### config.mk
export PLATFORM = sky130hd
export DESIGN_NAME = ptwd_top
export DESIGN_NICKNAME = d
export VERILOG_FILES = /design/src/logic/ptwd_pkg.sv /design/src/logic/ptwd_dcount.sv /design/src/logic/ptwd_prescale.sv /design/src/logic/ptwd_top.sv
export VERILOG_INCLUDE_DIRS = /design/src /design/src/logic
export SDC_FILE = /design/constraint.sdc
export NUM_CORES = 1
export LEC_CHECK = 0
export ABC_AREA = 1
export BUFFER_PORTS_ARGS = -buffer_cell sky130_fd_sc_hd__buf_2
export CELL_PAD_IN_SITES_DETAIL_PLACEMENT = 2
export CELL_PAD_IN_SITES_GLOBAL_PLACEMENT = 2
export CORE_MARGIN = 1.5
export CORE_UTILIZATION = 25
export CTS_CLUSTER_SIZE = 12
export DETAILED_ROUTE_END_ITERATION = 10
export GPL_ROUTABILITY_DRIVEN = 0
export GPL_TIMING_DRIVEN = 0
export PLACE_DENSITY_LB_ADDON = 0.3
export SETUP_SLACK_MARGIN = 0.2
export SYNTH_ARGS = -nofsm -noshare
export SYNTH_HDL_FRONTEND = slang
export SYNTH_SLANG_ARGS = --single-unit
### constraint.sdc
create_clock -name clk_in -period 2.35 [get_ports clk_in]
set_clock_uncertainty 0.1 [all_clocks]
set_input_delay 0.47 -clock clk_in [delete_from_list [all_inputs] [get_ports clk_in]]
set_output_delay 0.47 -clock clk_in [all_outputs]
set_load 0.02 [all_outputs]
### src/logic/ptwd_regs.svh
// Purpose: register offsets, field positions, reset values, restart pattern
// Assumes: 8-bit register address, 16-bit data path
// Notes: included by the design files
`ifndef PTWD_REGS_SVH
`define PTWD_REGS_SVH

// ============================================================
// offsets
`define PTWD_ADDR_W 8
`define PTWD_DATA_W 16
`define PTWD_OFF_CONFIG 8'h00
`define PTWD_OFF_PRESCALE 8'h04
`define PTWD_OFF_RELOAD 8'h08
`define PTWD_OFF_CSR 8'h0C
`define PTWD_OFF_WD_COUNT 8'h10
`define PTWD_OFF_WD_MATCH 8'h14
`define PTWD_OFF_TIMER_VALUE 8'h18
`define PTWD_OFF_WD_STATUS 8'h1C

// ============================================================
// fields
`define PTWD_CSR_RESTART_BIT 0
`define PTWD_CSR_TC_BIT 1
`define PTWD_CFG_W 6
`define PTWD_CFG_LOCK_MASK 6'h0F
`define PTWD_EXP_W 3
`define PTWD_EXP_MAX 3'h5
`define PTWD_PRESCALE_W 5

// ============================================================
// reset values and patterns
`define PTWD_RELOAD_RST 16'hFFFF
`define PTWD_WD_COUNT_RST 8'h0F
`define PTWD_RESTART_PATTERN 8'h5C
`define PTWD_CFG_RST 6'h00
`define PTWD_EXP_RST 3'h0

`endif

### src/logic/ptwd_pkg.sv
// Purpose: shared types of the periodic timer and watchdog
// Assumes: nothing
// Notes: numeric constants live in ptwd_regs.svh
package ptwd_pkg;

	// ============================================================
	// watchdog state, one-hot
	typedef enum logic [1:0] {
		WD_IDLE = 2'b01,
		WD_RUN = 2'b10
	} ptwd_wd_state_type;

	// ============================================================
	// timer_watchdog_config layout, bit 5 down to bit 0
	typedef struct packed {
		logic match_service_enable;
		logic watchdog_clock_select;
		logic lock_wd_count;
		logic lock_timer;
		logic lock_prescale;
		logic lock_config;
	} ptwd_cfg_type;

	// ============================================================
	// watchdog cause flags
	typedef struct packed {
		logic late;
		logic early;
		logic wrong;
	} ptwd_cause_type;

endpackage : ptwd_pkg

### src/logic/ptwd_dcount.sv
// Purpose: loadable down-counter that stops at zero
// Assumes: load has priority over decrement
// Notes: used for the periodic timer and the watchdog
`timescale 1ns/1ns
`default_nettype none
module ptwd_dcount #(
	parameter int WIDTH = 16,
	parameter logic [WIDTH-1:0] RST_VAL = '1
) (
	input wire logic clk_in,
	input wire logic rst_n_in,
	input wire logic load_in,
	input wire logic [WIDTH-1:0] load_val_in,
	input wire logic dec_in,
	output logic [WIDTH-1:0] count_out,
	output logic zero_out
);
	logic [WIDTH-1:0] count_q;

	assign count_out = count_q;
	assign zero_out = (count_q == '0);

	always_ff @(posedge clk_in or negedge rst_n_in) begin
		if (!rst_n_in) begin
			count_q <= RST_VAL;
		end else if (load_in) begin
			count_q <= load_val_in;
		end else if (dec_in && !zero_out) begin
			count_q <= count_q - 1'b1;
		end
	end
endmodule : ptwd_dcount
`default_nettype wire

### src/logic/ptwd_prescale.sv
// Purpose: power-of-two divider of low-frequency edges
// Assumes: lf_edge_in is a one-cycle pulse per low-frequency rising edge
// Notes: reserved exponents divide by the largest ratio
`timescale 1ns/1ns
`default_nettype none
`include "ptwd_regs.svh"
module ptwd_prescale (
	input wire logic clk_in,
	input wire logic rst_n_in,
	input wire logic lf_edge_in,
	input wire logic [`PTWD_EXP_W-1:0] exp_in,
	output logic tick_out
);
	logic [`PTWD_PRESCALE_W-1:0] cnt_q;
	logic [`PTWD_PRESCALE_W-1:0] mask;

	always_comb begin
		case (exp_in)
			3'h0: mask = 5'h00;
			3'h1: mask = 5'h01;
			3'h2: mask = 5'h03;
			3'h3: mask = 5'h07;
			3'h4: mask = 5'h0F;
			default: mask = 5'h1F;
		endcase
	end

	assign tick_out = lf_edge_in && ((cnt_q & mask) == mask);

	always_ff @(posedge clk_in or negedge rst_n_in) begin
		if (!rst_n_in) begin
			cnt_q <= 5'h00;
		end else if (lf_edge_in) begin
			cnt_q <= cnt_q + 5'h01;
		end
	end
endmodule : ptwd_prescale
`default_nettype wire

### src/logic/ptwd_top.sv
// Purpose: periodic tick timer and watchdog behind a plain register port
// Assumes: lf_clk_in and wd_alt_clk_in are slow levels synchronous to clk_in
// Notes: 20 MHz system clock; counting advances on low-frequency edges
`timescale 1ns/1ns
`default_nettype none
`include "ptwd_regs.svh"
module ptwd_top
	import ptwd_pkg::*;
(
	input wire logic clk_in,
	input wire logic rst_n_in,
	input wire logic lf_clk_in,
	input wire logic wd_alt_clk_in,
	input wire logic wd_alt_sel_in,
	input wire logic [`PTWD_ADDR_W-1:0] addr_in,
	input wire logic [`PTWD_DATA_W-1:0] wr_data_in,
	input wire logic wr_in,
	input wire logic rd_in,
	output logic [`PTWD_DATA_W-1:0] rd_data_out,
	output logic periodic_tick_out,
	output logic watchdog_signal_out,
	output logic watchdog_running_out
);
	// ============================================================
	// state
	logic lf_q;
	logic alt_q;
	ptwd_cfg_type cfg_q;
	logic [`PTWD_EXP_W-1:0] exp_q;
	logic [15:0] reload_q;
	logic restart_q;
	logic tc_q;
	logic tick_q;
	logic [7:0] wd_reload_q;
	ptwd_wd_state_type wd_state_q;
	logic svc_flag_q;
	logic wd_sig_q;
	ptwd_cause_type cause_q;
	logic [`PTWD_DATA_W-1:0] rd_data_q;

	// ============================================================
	// edges of the slow clocks
	wire lf_edge = lf_clk_in && !lf_q;
	wire alt_edge = wd_alt_clk_in && !alt_q;

	// ============================================================
	// write and read decode
	wire wr_cfg = wr_in && addr_in == `PTWD_OFF_CONFIG && !cfg_q.lock_config;
	wire wr_exp = wr_in && addr_in == `PTWD_OFF_PRESCALE &&
		!cfg_q.lock_prescale;
	wire wr_reload = wr_in && addr_in == `PTWD_OFF_RELOAD &&
		!cfg_q.lock_timer;
	wire wr_csr = wr_in && addr_in == `PTWD_OFF_CSR && !cfg_q.lock_timer;
	wire wr_watchdog_reload_count = wr_in && addr_in == `PTWD_OFF_WD_COUNT &&
		!cfg_q.lock_wd_count;
	wire wr_match = wr_in && addr_in == `PTWD_OFF_WD_MATCH &&
		cfg_q.match_service_enable;
	wire rd_csr = rd_in && addr_in == `PTWD_OFF_CSR;
	wire match_ok = wr_match &&
		wr_data_in[7:0] == `PTWD_RESTART_PATTERN;
	wire match_bad = wr_match &&
		wr_data_in[7:0] != `PTWD_RESTART_PATTERN;
	wire match_early = match_ok && svc_flag_q;

	// ============================================================
	// prescaler and periodic counter
	wire ptick;
	wire [15:0] pcount;
	wire pzero;
	wire p_load = ptick && (pzero || restart_q);
	wire [`PTWD_CFG_W-1:0] cfg_wr = wr_data_in[`PTWD_CFG_W-1:0];
	wire [`PTWD_CFG_W-1:0] cfg_locks = cfg_q & `PTWD_CFG_LOCK_MASK;

	ptwd_prescale u_prescale (
		.clk_in(clk_in),
		.rst_n_in(rst_n_in),
		.lf_edge_in(lf_edge),
		.exp_in(exp_q),
		.tick_out(ptick)
	);

	ptwd_dcount #(
		.WIDTH(16),
		.RST_VAL(`PTWD_RELOAD_RST)
	) u_periodic (
		.clk_in(clk_in),
		.rst_n_in(rst_n_in),
		.load_in(p_load),
		.load_val_in(reload_q),
		.dec_in(ptick),
		.count_out(pcount),
		.zero_out(pzero)
	);

	// ============================================================
	// watchdog counter
	wire wd_running = wd_state_q == WD_RUN;
	wire wd_tick = wd_alt_sel_in ? alt_edge :
		(cfg_q.watchdog_clock_select ? ptick : ptick && pzero);
	wire wd_load = wr_watchdog_reload_count || match_ok;
	wire [7:0] wd_load_val = wr_watchdog_reload_count ? wr_data_in[7:0] : wd_reload_q;
	wire [7:0] wd_count;
	wire wd_zero;
	wire wd_late = wd_running && wd_zero && !wd_load;
	wire wd_fire = wd_late || match_bad || match_early;

	ptwd_dcount #(
		.WIDTH(8),
		.RST_VAL(`PTWD_WD_COUNT_RST)
	) u_watchdog (
		.clk_in(clk_in),
		.rst_n_in(rst_n_in),
		.load_in(wd_load),
		.load_val_in(wd_load_val),
		.dec_in(wd_tick && wd_running),
		.count_out(wd_count),
		.zero_out(wd_zero)
	);

	// ============================================================
	// next values
	wire restart_d = (wr_csr && wr_data_in[`PTWD_CSR_RESTART_BIT]) ||
		(restart_q && !ptick);
	wire tc_d = (ptick && pzero) || (tc_q && !rd_csr);
	wire svc_d = match_ok || (svc_flag_q && !wd_tick);
	ptwd_wd_state_type wd_state_d;

	always_comb begin
		case (wd_state_q)
			WD_IDLE: wd_state_d = wd_load ? WD_RUN : WD_IDLE;
			WD_RUN: wd_state_d = WD_RUN;
			default: wd_state_d = WD_IDLE;
		endcase
	end

	// ============================================================
	// read mux; write-only registers and locked config, prescale and reload read zero
	logic [`PTWD_DATA_W-1:0] rd_mux;
	always_comb begin
		case (addr_in)
			`PTWD_OFF_CONFIG: rd_mux = cfg_q.lock_config ? 16'h0000 :
				{10'h000, cfg_q};
			`PTWD_OFF_PRESCALE: rd_mux = cfg_q.lock_prescale ? 16'h0000 :
				{13'h0000, exp_q};
			`PTWD_OFF_RELOAD: rd_mux = cfg_q.lock_timer ? 16'h0000 :
				reload_q;
			`PTWD_OFF_CSR: rd_mux = {14'h0000, tc_q, restart_q};
			`PTWD_OFF_TIMER_VALUE: rd_mux = pcount;
			`PTWD_OFF_WD_STATUS: rd_mux = {wd_sig_q, cause_q, 3'h0,
				wd_running, wd_count};
			default: rd_mux = 16'h0000;
		endcase
	end

	// ============================================================
	// flops
	always_ff @(posedge clk_in or negedge rst_n_in) begin
		if (!rst_n_in) begin
			// high, so a level already high at release is no false edge
			lf_q <= 1'b1;
			alt_q <= 1'b1;
		end else begin
			lf_q <= lf_clk_in;
			alt_q <= wd_alt_clk_in;
		end
	end

	always_ff @(posedge clk_in or negedge rst_n_in) begin
		if (!rst_n_in) begin
			cfg_q <= `PTWD_CFG_RST;
			exp_q <= `PTWD_EXP_RST;
			reload_q <= `PTWD_RELOAD_RST;
			wd_reload_q <= `PTWD_WD_COUNT_RST;
		end else begin
			if (wr_cfg) begin
				cfg_q <= cfg_wr | cfg_locks;
			end
			if (wr_exp) begin
				exp_q <= wr_data_in[`PTWD_EXP_W-1:0];
			end
			if (wr_reload) begin
				reload_q <= wr_data_in;
			end
			if (wr_watchdog_reload_count) begin
				wd_reload_q <= wr_data_in[7:0];
			end
		end
	end

	always_ff @(posedge clk_in or negedge rst_n_in) begin
		if (!rst_n_in) begin
			restart_q <= 1'b0;
			tc_q <= 1'b0;
			tick_q <= 1'b0;
			svc_flag_q <= 1'b0;
			wd_state_q <= WD_IDLE;
		end else begin
			restart_q <= restart_d;
			tc_q <= tc_d;
			tick_q <= ptick ? pzero : tick_q;
			svc_flag_q <= svc_d;
			wd_state_q <= wd_state_d;
		end
	end

	always_ff @(posedge clk_in or negedge rst_n_in) begin
		if (!rst_n_in) begin
			wd_sig_q <= 1'b0;
			cause_q <= '0;
			rd_data_q <= 16'h0000;
		end else begin
			wd_sig_q <= wd_sig_q || wd_fire;
			cause_q <= cause_q | {wd_late, match_early, match_bad};
			rd_data_q <= rd_in ? rd_mux : 16'h0000;
		end
	end

	assign rd_data_out = rd_data_q;
	assign periodic_tick_out = tick_q;
	assign watchdog_signal_out = wd_sig_q;
	assign watchdog_running_out = wd_state_q == WD_RUN;
endmodule : ptwd_top
`default_nettype wire

==> impl_metrics.json, run 1 <==
{
  "clk_pin_slew_ns": 0.07,
  "syn_nets": 614,
  "ys_seq_elements": 90,
  "cts.root.buffer_cell": "sky130_fd_sc_hd__clkbuf_16",
  "finalWorstPathRequiredPeriod_ns": 2.04,
  "cts-buffers-inserted": 9,
  "internal-power_w": 0.00307,
  "grt.overflow.total": 0,
  "cts_max_path_buffers": 2,
  "total_power_w": 0.00474,
  "power_switching_share_pct": 35.2,
  "worst_ep_required_time_ns": 2.52,
  "max_h_tree_level": 3,
  "detailedRoute.firstPassIterationCount": 4,
  "status": "complete, no violations",
  "wirelength_um": 16000,
  "rows": 50,
  "timing.hold.worst.class": "in -> reg",
  "crit_path_max_fanout": 10,
  "placed_cells": 861,
  "final.period_utilization_pct": 86.7,
  "die_height_um": 142,
  "power.clock.fraction_pct": 30.5,
  "comb_power_share_pct": 25.3,
  "synth.cell_area_sq_um": 4800,
  "first_global_vias": 4630,
  "dpl_cell_area_sq_um": 5360,
  "post-synth-top-area-cell": "sky130_fd_sc_hd__dfrtp_1",
  "layout.cells.most_common_list": "146 x sky130_fd_sc_hd__nand2_1, 69 x sky130_fd_sc_hd__inv_1, 57 x sky130_fd_sc_hd__nor2_1",
  "unrepaired_setup_endpoints_after_global_routing": "true",
  "detail_route.drc_violations": 0,
  "max-vdd-ir-drop_mv": 0.419,
  "grt_first_pass_wirelength_um": 25900,
  "ys.warnings.count": 0,
  "mean_number_of_vias_per_cell": 4.74,
  "setup_viol": 0,
  "num_io_pins": 50,
  "seq_power_share_pct": 44.1,
  "netlist_instances": 577,
  "clock_insertion_delay_worst_skew_ns": 0.35,
  "mostFrequentLayoutCell": "sky130_fd_sc_hd__nand2_1",
  "tritoncts": "yes",
  "syn_area_per_cell_sq_um": 8.31,
  "crit_path_end_kind": "flop",
  "die-width_um": 142,
  "number_of_antenna_violations_at_the_first_check_in_global_routing": 0,
  "core_region_area_sq_um": 18800,
  "nNetsFinal": 678,
  "cts.sink_count": 90,
  "critical_path_class": "reg -> reg",
  "finish.cell_count_without_fillers": 880,
  "first_iter_violations": 115,
  "worstSetupStartpointType": "flop",
  "whs_ns": 0.128,
  "worst-endpoint-arrival_ns": 2.21,
  "synth_largest_type_area_fraction_pct": 24.5,
  "worst_pin_slew_ns": 0.605,
  "n_fill_cell": 2195,
  "power_per_cell_area_nw_per_um2": 832,
  "antenna_cells": 0,
  "power.leakage_nw": 2.79,
  "report.final.hold_viol_count": 0,
  "top_cells_by_area_in_the_synthesized_netlist": "sky130_fd_sc_hd__dfrtp_1 25%, sky130_fd_sc_hd__dfstp_2 24%, sky130_fd_sc_hd__nand2_1 12%",
  "wire_per_inst_um": 18.2,
  "post_synth_num_cell_types": 39,
  "dieArea_sq_um": 20000,
  "grt_start_max_net_pins": 56,
  "routed-via-count": 4169,
  "switching_power_w": 0.00167,
  "dp_hpwl_um": 12100,
  "finalInstanceArea_sq_um": 5700,
  "drtAntennaViolNets": 0,
  "slew_limit_fails": 0,
  "buffer_ports.inserted": 49,
  "synthToLayoutAreaGrowth_pct": 18.9,
  "slew_headroom_pct": 59.5,
  "max-cap-violations": 0,
  "post_route_cells_drive_above_1_share_pct": 25.7,
  "achievable-frequency_ghz": 0.491,
  "synth_seq_area_share_pct": 48.1,
  "grtUsageTotal_pct": 17.0,
  "initial_utilization_pct": 25.6
}
==> flip-flops by register name (all words and copies together), names as in the netlist <==
name	cells
wd_reload_q	8
watchdog_signal_out	1
svc_flag_q	1
lf_q	1
u_watchdog.count_out	8
u_periodic.count_out	16
tc_q	1
u_prescale.cnt_q	5
cfg_q	2
rd_data_out	16
restart_q	1
reload_q	16
cfg_locks	4
exp_q	3
cause_q	3
alt_q	1
periodic_tick_out	1
wd_state_q	2
==> per-layer routing <==
metal | GRT usage, % | share of wire (%)
met2 | 30.8 | 51
met1 | 21.3 | 46
met4 | 3.91 | 1.0
met5 | 0 | 0
met3 | 2.70 | 2.0
==> metrics by stage <==
step                      TNS [ns]  setup WS (ns)  utilization, %
after floorplan                  0          0.603               -
after global placement      -11.93         -0.263            28.4
after detailed placement   -0.0520        -0.0285            28.6
after CTS                        0          0.227            30.2
after global routing             0          0.187            30.4
final                            0          0.312            30.4
==> power groups by stage <==
stage	sequential, W	clock, W	combinational (W)
2_1_floorplan	0.00204	0	0.000852
3_3_place_gp	0.00210	0	0.00111
3_5_place_dp	0.00212	0	0.00119
4_1_cts	0.00209	0.00151	0.00121
5_1_grt	0.00213	0.00157	0.00139
6_report	0.00209	0.00145	0.00120
==> worst max-delay path: stages, from the launching register on <==
cell,delay (ns)
sky130_fd_sc_hd__dfstp_2,0.56
sky130_fd_sc_hd__inv_1,0.07
sky130_fd_sc_hd__ha_1,0.19
sky130_fd_sc_hd__inv_1,0.07
sky130_fd_sc_hd__nor2_1,0.04
sky130_fd_sc_hd__nand2_1,0.05
sky130_fd_sc_hd__nor2_1,0.04
sky130_fd_sc_hd__nand2_2,0.13
sky130_fd_sc_hd__nand2_4,0.13
sky130_fd_sc_hd__nand2_4,0.15
sky130_fd_sc_hd__buf_6,0.17
sky130_fd_sc_hd__o21ai_0,0.10
sky130_fd_sc_hd__o22ai_1,0.15
==> what timing repair did <==
item | 4_1_cts | 5_1_grt
resized for setup | 3 | 4
hold buffers | 1 | 0
setup endpoints to repair | 16 | 19
pin swaps | 0 | 1
buffers inserted | 0 | 2
hold endpoints to repair | 1 | 0
==> cell families after synthesis <==
logic type / share of synthesized area [%]
adders and majority gates: 1.57
muxes: 2.58
buffers and inverters: 7.62
DFF: 48.1
and+or+nand+nor: 25.3
xor gates and xnor gates: 3.10
AOI/OAI and AO/OA: 11.8
==> final cells by class <==
| cell class | instances | area [sq um] | share of cell area, % |
|---|---|---|---|
| flip-flops and latches | 90 | 2310 | 40.5 |
| multi-input cells | 400 | 2140 | 37.6 |
| repair buffers | 53 | 300 | 5.27 |
| inverters | 77 | 293 | 5.14 |
| well taps | 234 | 293 | 5.14 |
| clock buffers | 11 | 253 | 4.43 |
| plain buffers | 10 | 73.8 | 1.29 |
| clock inverters | 5 | 37.5 | 0.658 |
==> cell usage after synthesis (all sizes together) <==
cell type    n
o21bai       1
nor2        65
and2         1
xnor2        1
nor4         1
o221ai       3
a21oi       22
nand4        4
buf          8
o21a         1
xor2        16
dfstp       43
nand2      157
ha           6
nand3       30
nor3         9
inv         76
clkinv       1
o21ai       54
o22ai       12
a31oi        3
o211ai       5
dfrtp       47
clkbuf       2
mux2         9
==> worst paths after layout <==
path	to	from	cells past startpoint	slack, ns
max in group asynchronous	wd_state_q[0]$_DFF_PN1_	rst_n_in	3	0.90
worst min-delay path	alt_q$_DFF_PN1_	wd_alt_clk_in	1	0.13
worst max-delay path	u_periodic.count_out[9]$_DFFE_PN1P_	u_periodic.count_out[0]$_DFFE_PN1P_	12	0.31
worst min register to register	u_prescale.cnt_q[4]$_DFFE_PN0P_	u_prescale.cnt_q[4]$_DFFE_PN0P_	1	0.38
worst max register to register	u_periodic.count_out[9]$_DFFE_PN1P_	u_periodic.count_out[0]$_DFFE_PN1P_	12	0.31
min in group asynchronous	u_prescale.cnt_q[2]$_DFFE_PN0P_	rst_n_in	2	0.53
(Power assumes the default switching activity.)
==> run 2, diff against run 1 <==
- RECOVER_POWER: unset -> 50
==> run 2 against run 1 <==
Die area stayed put. Non-clock buffer count did not move. Critical path type unchanged. Sequential share of layout area rose by 0.38 points.
==> impl_metrics.json, run 2 (synthesized netlist as in run 1, its figures left out) <==
{
  "status": "complete, no violations",
  "first_iter_violations": 116,
  "r2r_setup_slack_ns": 0.31,
  "slew_headroom_pct": 36.5,
  "tritoncts": "yes",
  "comb_power_share_pct": 25.2,
  "setup_viol": 0,
  "crit_path_end_kind": "flop",
  "worst_pin_slew_ns": 0.952,
  "report.final.hold_viol_count": 0,
  "initial_utilization_pct": 25.6,
  "final.period_utilization_pct": 86.9,
  "dieArea_sq_um": 20000,
  "worst-endpoint-arrival_ns": 2.21,
  "rows": 50,
  "critical-path-max-stage-delay_ns": 0.56,
  "critPathCapture": "u_periodic.count_out[9]$_DFFE_PN1P_",
  "finalWorstPathRequiredPeriod_ns": 2.04,
  "achievable-frequency_ghz": 0.490,
  "finalCoreUtilization_pct": 30.1,
  "critPathSlowestCell": "sky130_fd_sc_hd__dfstp_2",
  "layout.cells.most_common_list": "147 x sky130_fd_sc_hd__nand2_1, 69 x sky130_fd_sc_hd__inv_1, 58 x sky130_fd_sc_hd__nor2_1",
  "wirelength_um": 16000,
  "clock_insertion_delay_worst_skew_ns": 0.35,
  "cp_cell_sequence": "inv_1 -> ha_1 -> inv_1 -> nor2_1 -> nand2_1 -> nor2_1 -> nand2_2 -> nand2_4 -> nand2_4 -> buf_6 -> o21ai_0 -> o22ai_1",
  "worstRegToRegCells": 12,
  "postLayoutSetupSlackWorst_ns": 0.308,
  "fin_setup_tns_ns": 0,
  "power.clock.fraction_pct": 30.6,
  "antenna_cells": 0,
  "max-cap-violations": 0,
  "worst_flop_to_flop_path_startpoint": "u_periodic.count_out[0]$_DFFE_PN1P_",
  "num_io_pins": 50,
  "nNetsFinal": 678,
  "seq_power_share_pct": 44.2,
  "regToRegEndpoint": "u_periodic.count_out[9]$_DFFE_PN1P_",
  "worstSetupStartpointType": "flop",
  "number_of_antenna_violations_at_the_first_check_in_global_routing": 0,
  "setup.worst_path.start": "u_periodic.count_out[0]$_DFFE_PN1P_",
  "critical_path_class": "reg -> reg",
  "synthToLayoutAreaGrowth_pct": 17.8,
  "cts.root.buffer_cell": "sky130_fd_sc_hd__clkbuf_16",
  "die_height_um": 142,
  "post_route_cells_drive_above_1_share_pct": 22.4,
  "buffer_ports.inserted": 49,
  "grt_first_pass_wirelength_um": 25900,
  "slew_limit_fails": 0,
  "detailedRoute.firstPassIterationCount": 4,
  "die-width_um": 142,
  "cts.sink_count": 90,
  "power.leakage_nw": 2.69,
  "power_per_cell_area_nw_per_um2": 839,
  "cts_max_path_buffers": 2,
  "unrepaired_setup_endpoints_after_global_routing": "true",
  "core_region_area_sq_um": 18800,
  "timing.hold.worst.class": "in -> reg",
  "routed-via-count": 4177,
  "grtUsageTotal_pct": 17.0,
  "grt.overflow.total": 0,
  "grt_start_max_net_pins": 56,
  "power_switching_share_pct": 35.2,
  "mostFrequentLayoutCell": "sky130_fd_sc_hd__nand2_1",
  "drtAntennaViolNets": 0,
  "internal-power_w": 0.00307,
  "max-vdd-ir-drop_mv": 0.419,
  "crit_path_max_fanout": 10,
  "wire_per_inst_um": 18.2,
  "detail_route.drc_violations": 0,
  "first_global_vias": 4630,
  "switching_power_w": 0.00167,
  "dp_hpwl_um": 12100,
  "pre_cts_ws_ns": -0.0285,
  "mean_number_of_vias_per_cell": 4.75,
  "worst_ep_required_time_ns": 2.52,
  "cts-buffers-inserted": 9,
  "clk_pin_slew_ns": 0.07,
  "max_h_tree_level": 3
}
## run 2: timing repair
action / 4_1_cts / 5_1_grt
buffers inserted: 0 / 2
hold buffers: 1 / 0
pin swaps: 0 / 1
endpoints found under the hold margin: 1 / 0
resized for setup: 3 / 4
endpoints found under the setup margin: 16 / 19
## run 2: how the worst min path moves through the flow
stage	startpoint	endpoint	slack, ns	depth (start not counted)
3_3_place_gp	cfg_locks[0]$_DFFE_PN0P_	cfg_locks[0]$_DFFE_PN0P_	0.34	2
6_report	wd_alt_clk_in	alt_q$_DFF_PN1_	0.11	1
4_1_cts	wd_alt_clk_in	alt_q$_DFF_PN1_	0.11	1
2_1_floorplan	rst_n_in	cause_q[0]$_DFF_PN0_	0.07	0
5_1_grt	wd_alt_clk_in	alt_q$_DFF_PN1_	0.10	1
3_5_place_dp	cause_q[2]$_DFF_PN0_	cause_q[2]$_DFF_PN0_	0.37	2
## run 2: through the flow
step	hold WS [ns]	cells	power [W]	area, sq um
2_1_floorplan	0.0744	577	0.00289	4800
3_3_place_gp	0.343	860	0.00320	5330
3_5_place_dp	0.367	861	0.00330	5360
4_1_cts	0.110	878	0.00481	5680
5_1_grt	0.103	880	0.00509	5650
6_report	0.112	880	0.00474	5650
## run 2: power by group through the flow
stage          Combinational [W]  Clock [W]  Sequential, W
2_1_floorplan           0.000852          0        0.00204
3_3_place_gp             0.00111          0        0.00210
4_1_cts                  0.00121    0.00151        0.00209
5_1_grt                  0.00139    0.00157        0.00213
3_5_place_dp             0.00119          0        0.00212
6_report                 0.00119    0.00145        0.00209
## run 2: metal layers
layer,up-vias,track usage [%],share of wire [%]
li1,1981,-,-
met2,51,30.8,51
met5,-,0,0
met1,2133,21.3,45
met4,0,3.91,1.0
met3,12,2.70,2.9
## run 2: layout make-up
cell class / instances / area [sq um]
Clock inverter: 5 / 37.5
Fill cell: 2209 / 13100
Inverter: 77 / 293
Clock buffer: 11 / 253
Tap cell: 234 / 293
Buffer: 10 / 73.8
Multi-Input combinational cell: 400 / 2130
Timing Repair Buffer: 53 / 258
Sequential cell: 90 / 2310
## run 2: worst max-delay path, delay by kind of cell, from the launching register on
| kind | cells | cell delay, ns |
|---|---|---|
| buf+inv | 3 | 0.31 |
| fa+ha+maj | 1 | 0.19 |
| flops | 1 | 0.56 |
| simple gates | 6 | 0.54 |
| compound gates | 2 | 0.25 |
==> run 3, diff against run 2 <==
- CELL_PAD_IN_SITES_DETAIL_PLACEMENT: 2 -> 1
- CELL_PAD_IN_SITES_GLOBAL_PLACEMENT: 2 -> 1
==> run 3 against run 2 <==
Power is essentially flat. Final cell count is the same. Non-clock buffer count is the same. Count of clock-buffer cells in the layout is the same. Core utilization grew 0.23 points.
==> impl_metrics.json, run 3 (synthesized netlist as in run 1, its figures left out) <==
{
  "die-width_um": 142,
  "top_layer": "met4",
  "fin_setup_tns_ns": 0,
  "buffering_stage_count_on_the_worst_path_with_inverters_included": 4,
  "finalCoreUtilization_pct": 30.3,
  "critical-path-max-stage-delay_ns": 0.56,
  "detail_route.drc_violations": 0,
  "clk_pin_slew_ns": 0.07,
  "buffer_ports.inserted": 49,
  "unrepaired_setup_endpoints_after_global_routing": "true",
  "tritoncts": "yes",
  "initial_utilization_pct": 25.6,
  "layout.cells.most_common_list": "146 x sky130_fd_sc_hd__nand2_1, 69 x sky130_fd_sc_hd__inv_1, 57 x sky130_fd_sc_hd__nor2_1",
  "setup_viol": 0,
  "multi_input_area_sq_um": 2150,
  "worst-endpoint-arrival_ns": 2.18,
  "worst_ep_required_time_ns": 2.55,
  "slew_limit_fails": 0,
  "dpl_cell_area_sq_um": 5360,
  "crit_top_cell": "sky130_fd_sc_hd__inv_1",
  "holdBufCountCts": 0,
  "met2WireLength_um": 7130,
  "antenna_cells": 0,
  "final.period_utilization_pct": 84.3,
  "cts_max_path_buffers": 2,
  "power_per_cell_area_nw_per_um2": 832,
  "slew_headroom_pct": 24.2,
  "grt_start_max_net_pins": 49,
  "wire_per_inst_um": 16.8,
  "finalInstanceArea_sq_um": 5690,
  "post_route_cells_drive_above_1_share_pct": 25.2,
  "mean_number_of_vias_per_cell": 4.66,
  "crit_path_max_fanout": 10,
  "clock_insertion_delay_worst_skew_ns": 0.35,
  "nNetsFinal": 678,
  "wirelength_um": 14800,
  "crit_path_end_kind": "flop",
  "report.final.hold_viol_count": 0,
  "wl_met3_um": 526,
  "detailedRoute.firstPassIterationCount": 4,
  "mostFrequentLayoutCell": "sky130_fd_sc_hd__nand2_1",
  "n_fill_cell": 2258,
  "cts-buffers-inserted": 9,
  "routed-via-count": 4101,
  "whs_ns": 0.118,
  "timing.hold.worst.class": "in -> reg",
  "num_io_pins": 50,
  "critPathSlowestCell": "sky130_fd_sc_hd__dfstp_2",
  "dieArea_sq_um": 20000,
  "first_iter_violations": 166,
  "max-vdd-ir-drop_mv": 0.359,
  "status": "complete, no violations",
  "cts.root.buffer_cell": "sky130_fd_sc_hd__clkbuf_16",
  "cp_cell_sequence": "inv_1 -> ha_1 -> inv_1 -> nor2_1 -> nand2_1 -> nor2_1 -> nand2_2 -> nand2_4 -> buf_4 -> o21ai_1 -> o21ai_0 -> inv_1",
  "achievable-frequency_ghz": 0.505,
  "critPathTopFamily": "flip-flops",
  "synthToLayoutAreaGrowth_pct": 18.7,
  "rows": 50,
  "finalWorstPathRequiredPeriod_ns": 1.98,
  "number_of_antenna_violations_at_the_first_check_in_global_routing": 0,
  "cts.sink_count": 90,
  "critical_path_class": "reg -> reg",
  "die_height_um": 142,
  "worstSetupStartpointType": "flop",
  "grt.overflow.total": 0,
  "m1WireLength_um": 6960,
  "register_area_sq_um": 2310,
  "max_h_tree_level": 3,
  "dp_hpwl_um": 11200,
  "first_global_vias": 4481,
  "power.leakage_nw": 2.77,
  "grt_first_pass_wirelength_um": 24100,
  "drtAntennaViolNets": 0,
  "grtUsageTotal_pct": 15.8,
  "worst_pin_slew_ns": 1.14,
  "core_region_area_sq_um": 18800,
  "max-cap-violations": 0
}
-- run 3: cell types whose count changed in the layout (fill, tap and decap cells not counted), moves of 2 or more --
cell / previous run / this run
sky130_fd_sc_hd__buf_2: 33 / 49
sky130_fd_sc_hd__buf_4: 2 / 4
sky130_fd_sc_hd__buf_6: 5 / 3
sky130_fd_sc_hd__clkbuf_1: 20 / 4
sky130_fd_sc_hd__o21ai_0: 46 / 42
sky130_fd_sc_hd__o21ai_1: 6 / 10
-- run 3: final timing paths --
| check | startpoint | cells past startpoint | slack (ns) | endpoint |
|---|---|---|---|---|
| setup / recovery | u_periodic.count_out[0]$_DFFE_PN1P_ | 12 | 0.37 | u_periodic.count_out[0]$_DFFE_PN1P_ |
| hold / removal | wd_alt_clk_in | 1 | 0.12 | alt_q$_DFF_PN1_ |
| hold reg to reg | cause_q[1]$_DFF_PN0_ | 2 | 0.37 | cause_q[1]$_DFF_PN0_ |
| max in group asynchronous | rst_n_in | 2 | 0.58 | u_prescale.cnt_q[3]$_DFFE_PN0P_ |
| min in group asynchronous | rst_n_in | 1 | 0.21 | wd_reload_q[6]$_DFF_PN0_ |
| setup reg to reg | u_periodic.count_out[0]$_DFFE_PN1P_ | 12 | 0.37 | u_periodic.count_out[0]$_DFFE_PN1P_ |
-- run 3: stage by stage --
step	cells	setup slack (ns)	total power (W)
after global routing	880	0.170	0.00505
after global placement	860	-0.230	0.00319
after floorplan	577	0.603	0.00289
final	880	0.368	0.00473
after detailed placement	861	0.00844	0.00327
after CTS	877	0.208	0.00479
-- run 3: where the power goes --
part           leakage (nW)  switching, W  total, W  internal [W]
clock                 0.142      0.000634   0.00148      0.000851
sequential             1.05      0.000232   0.00209       0.00186
combinational          1.58      0.000731   0.00115      0.000424
-- run 3: area by class of cell --
type                    count  share of cell area [%]
well taps                 234                    5.15
flip-flops and latches     90                    40.5
clock inverters             5                   0.967
clock buffers              11                    4.27
inverters                  77                    5.15
multi-input cells         400                    37.8
repair buffers             53                    4.79
plain buffers              10                    1.41
-- run 3: routing by layer --
metal,global-route usage (%),up-vias
li1,-,1987
met1,20.9,2045
met2,26.5,55
met3,2.87,14
met4,4.50,0
met5,0,-
-- run 3: timing repair --
action,4_1_cts,5_1_grt
gates resized for setup,1,10
endpoints found under the setup margin,1,23
setup buffers,0,3
pin swaps,0,3
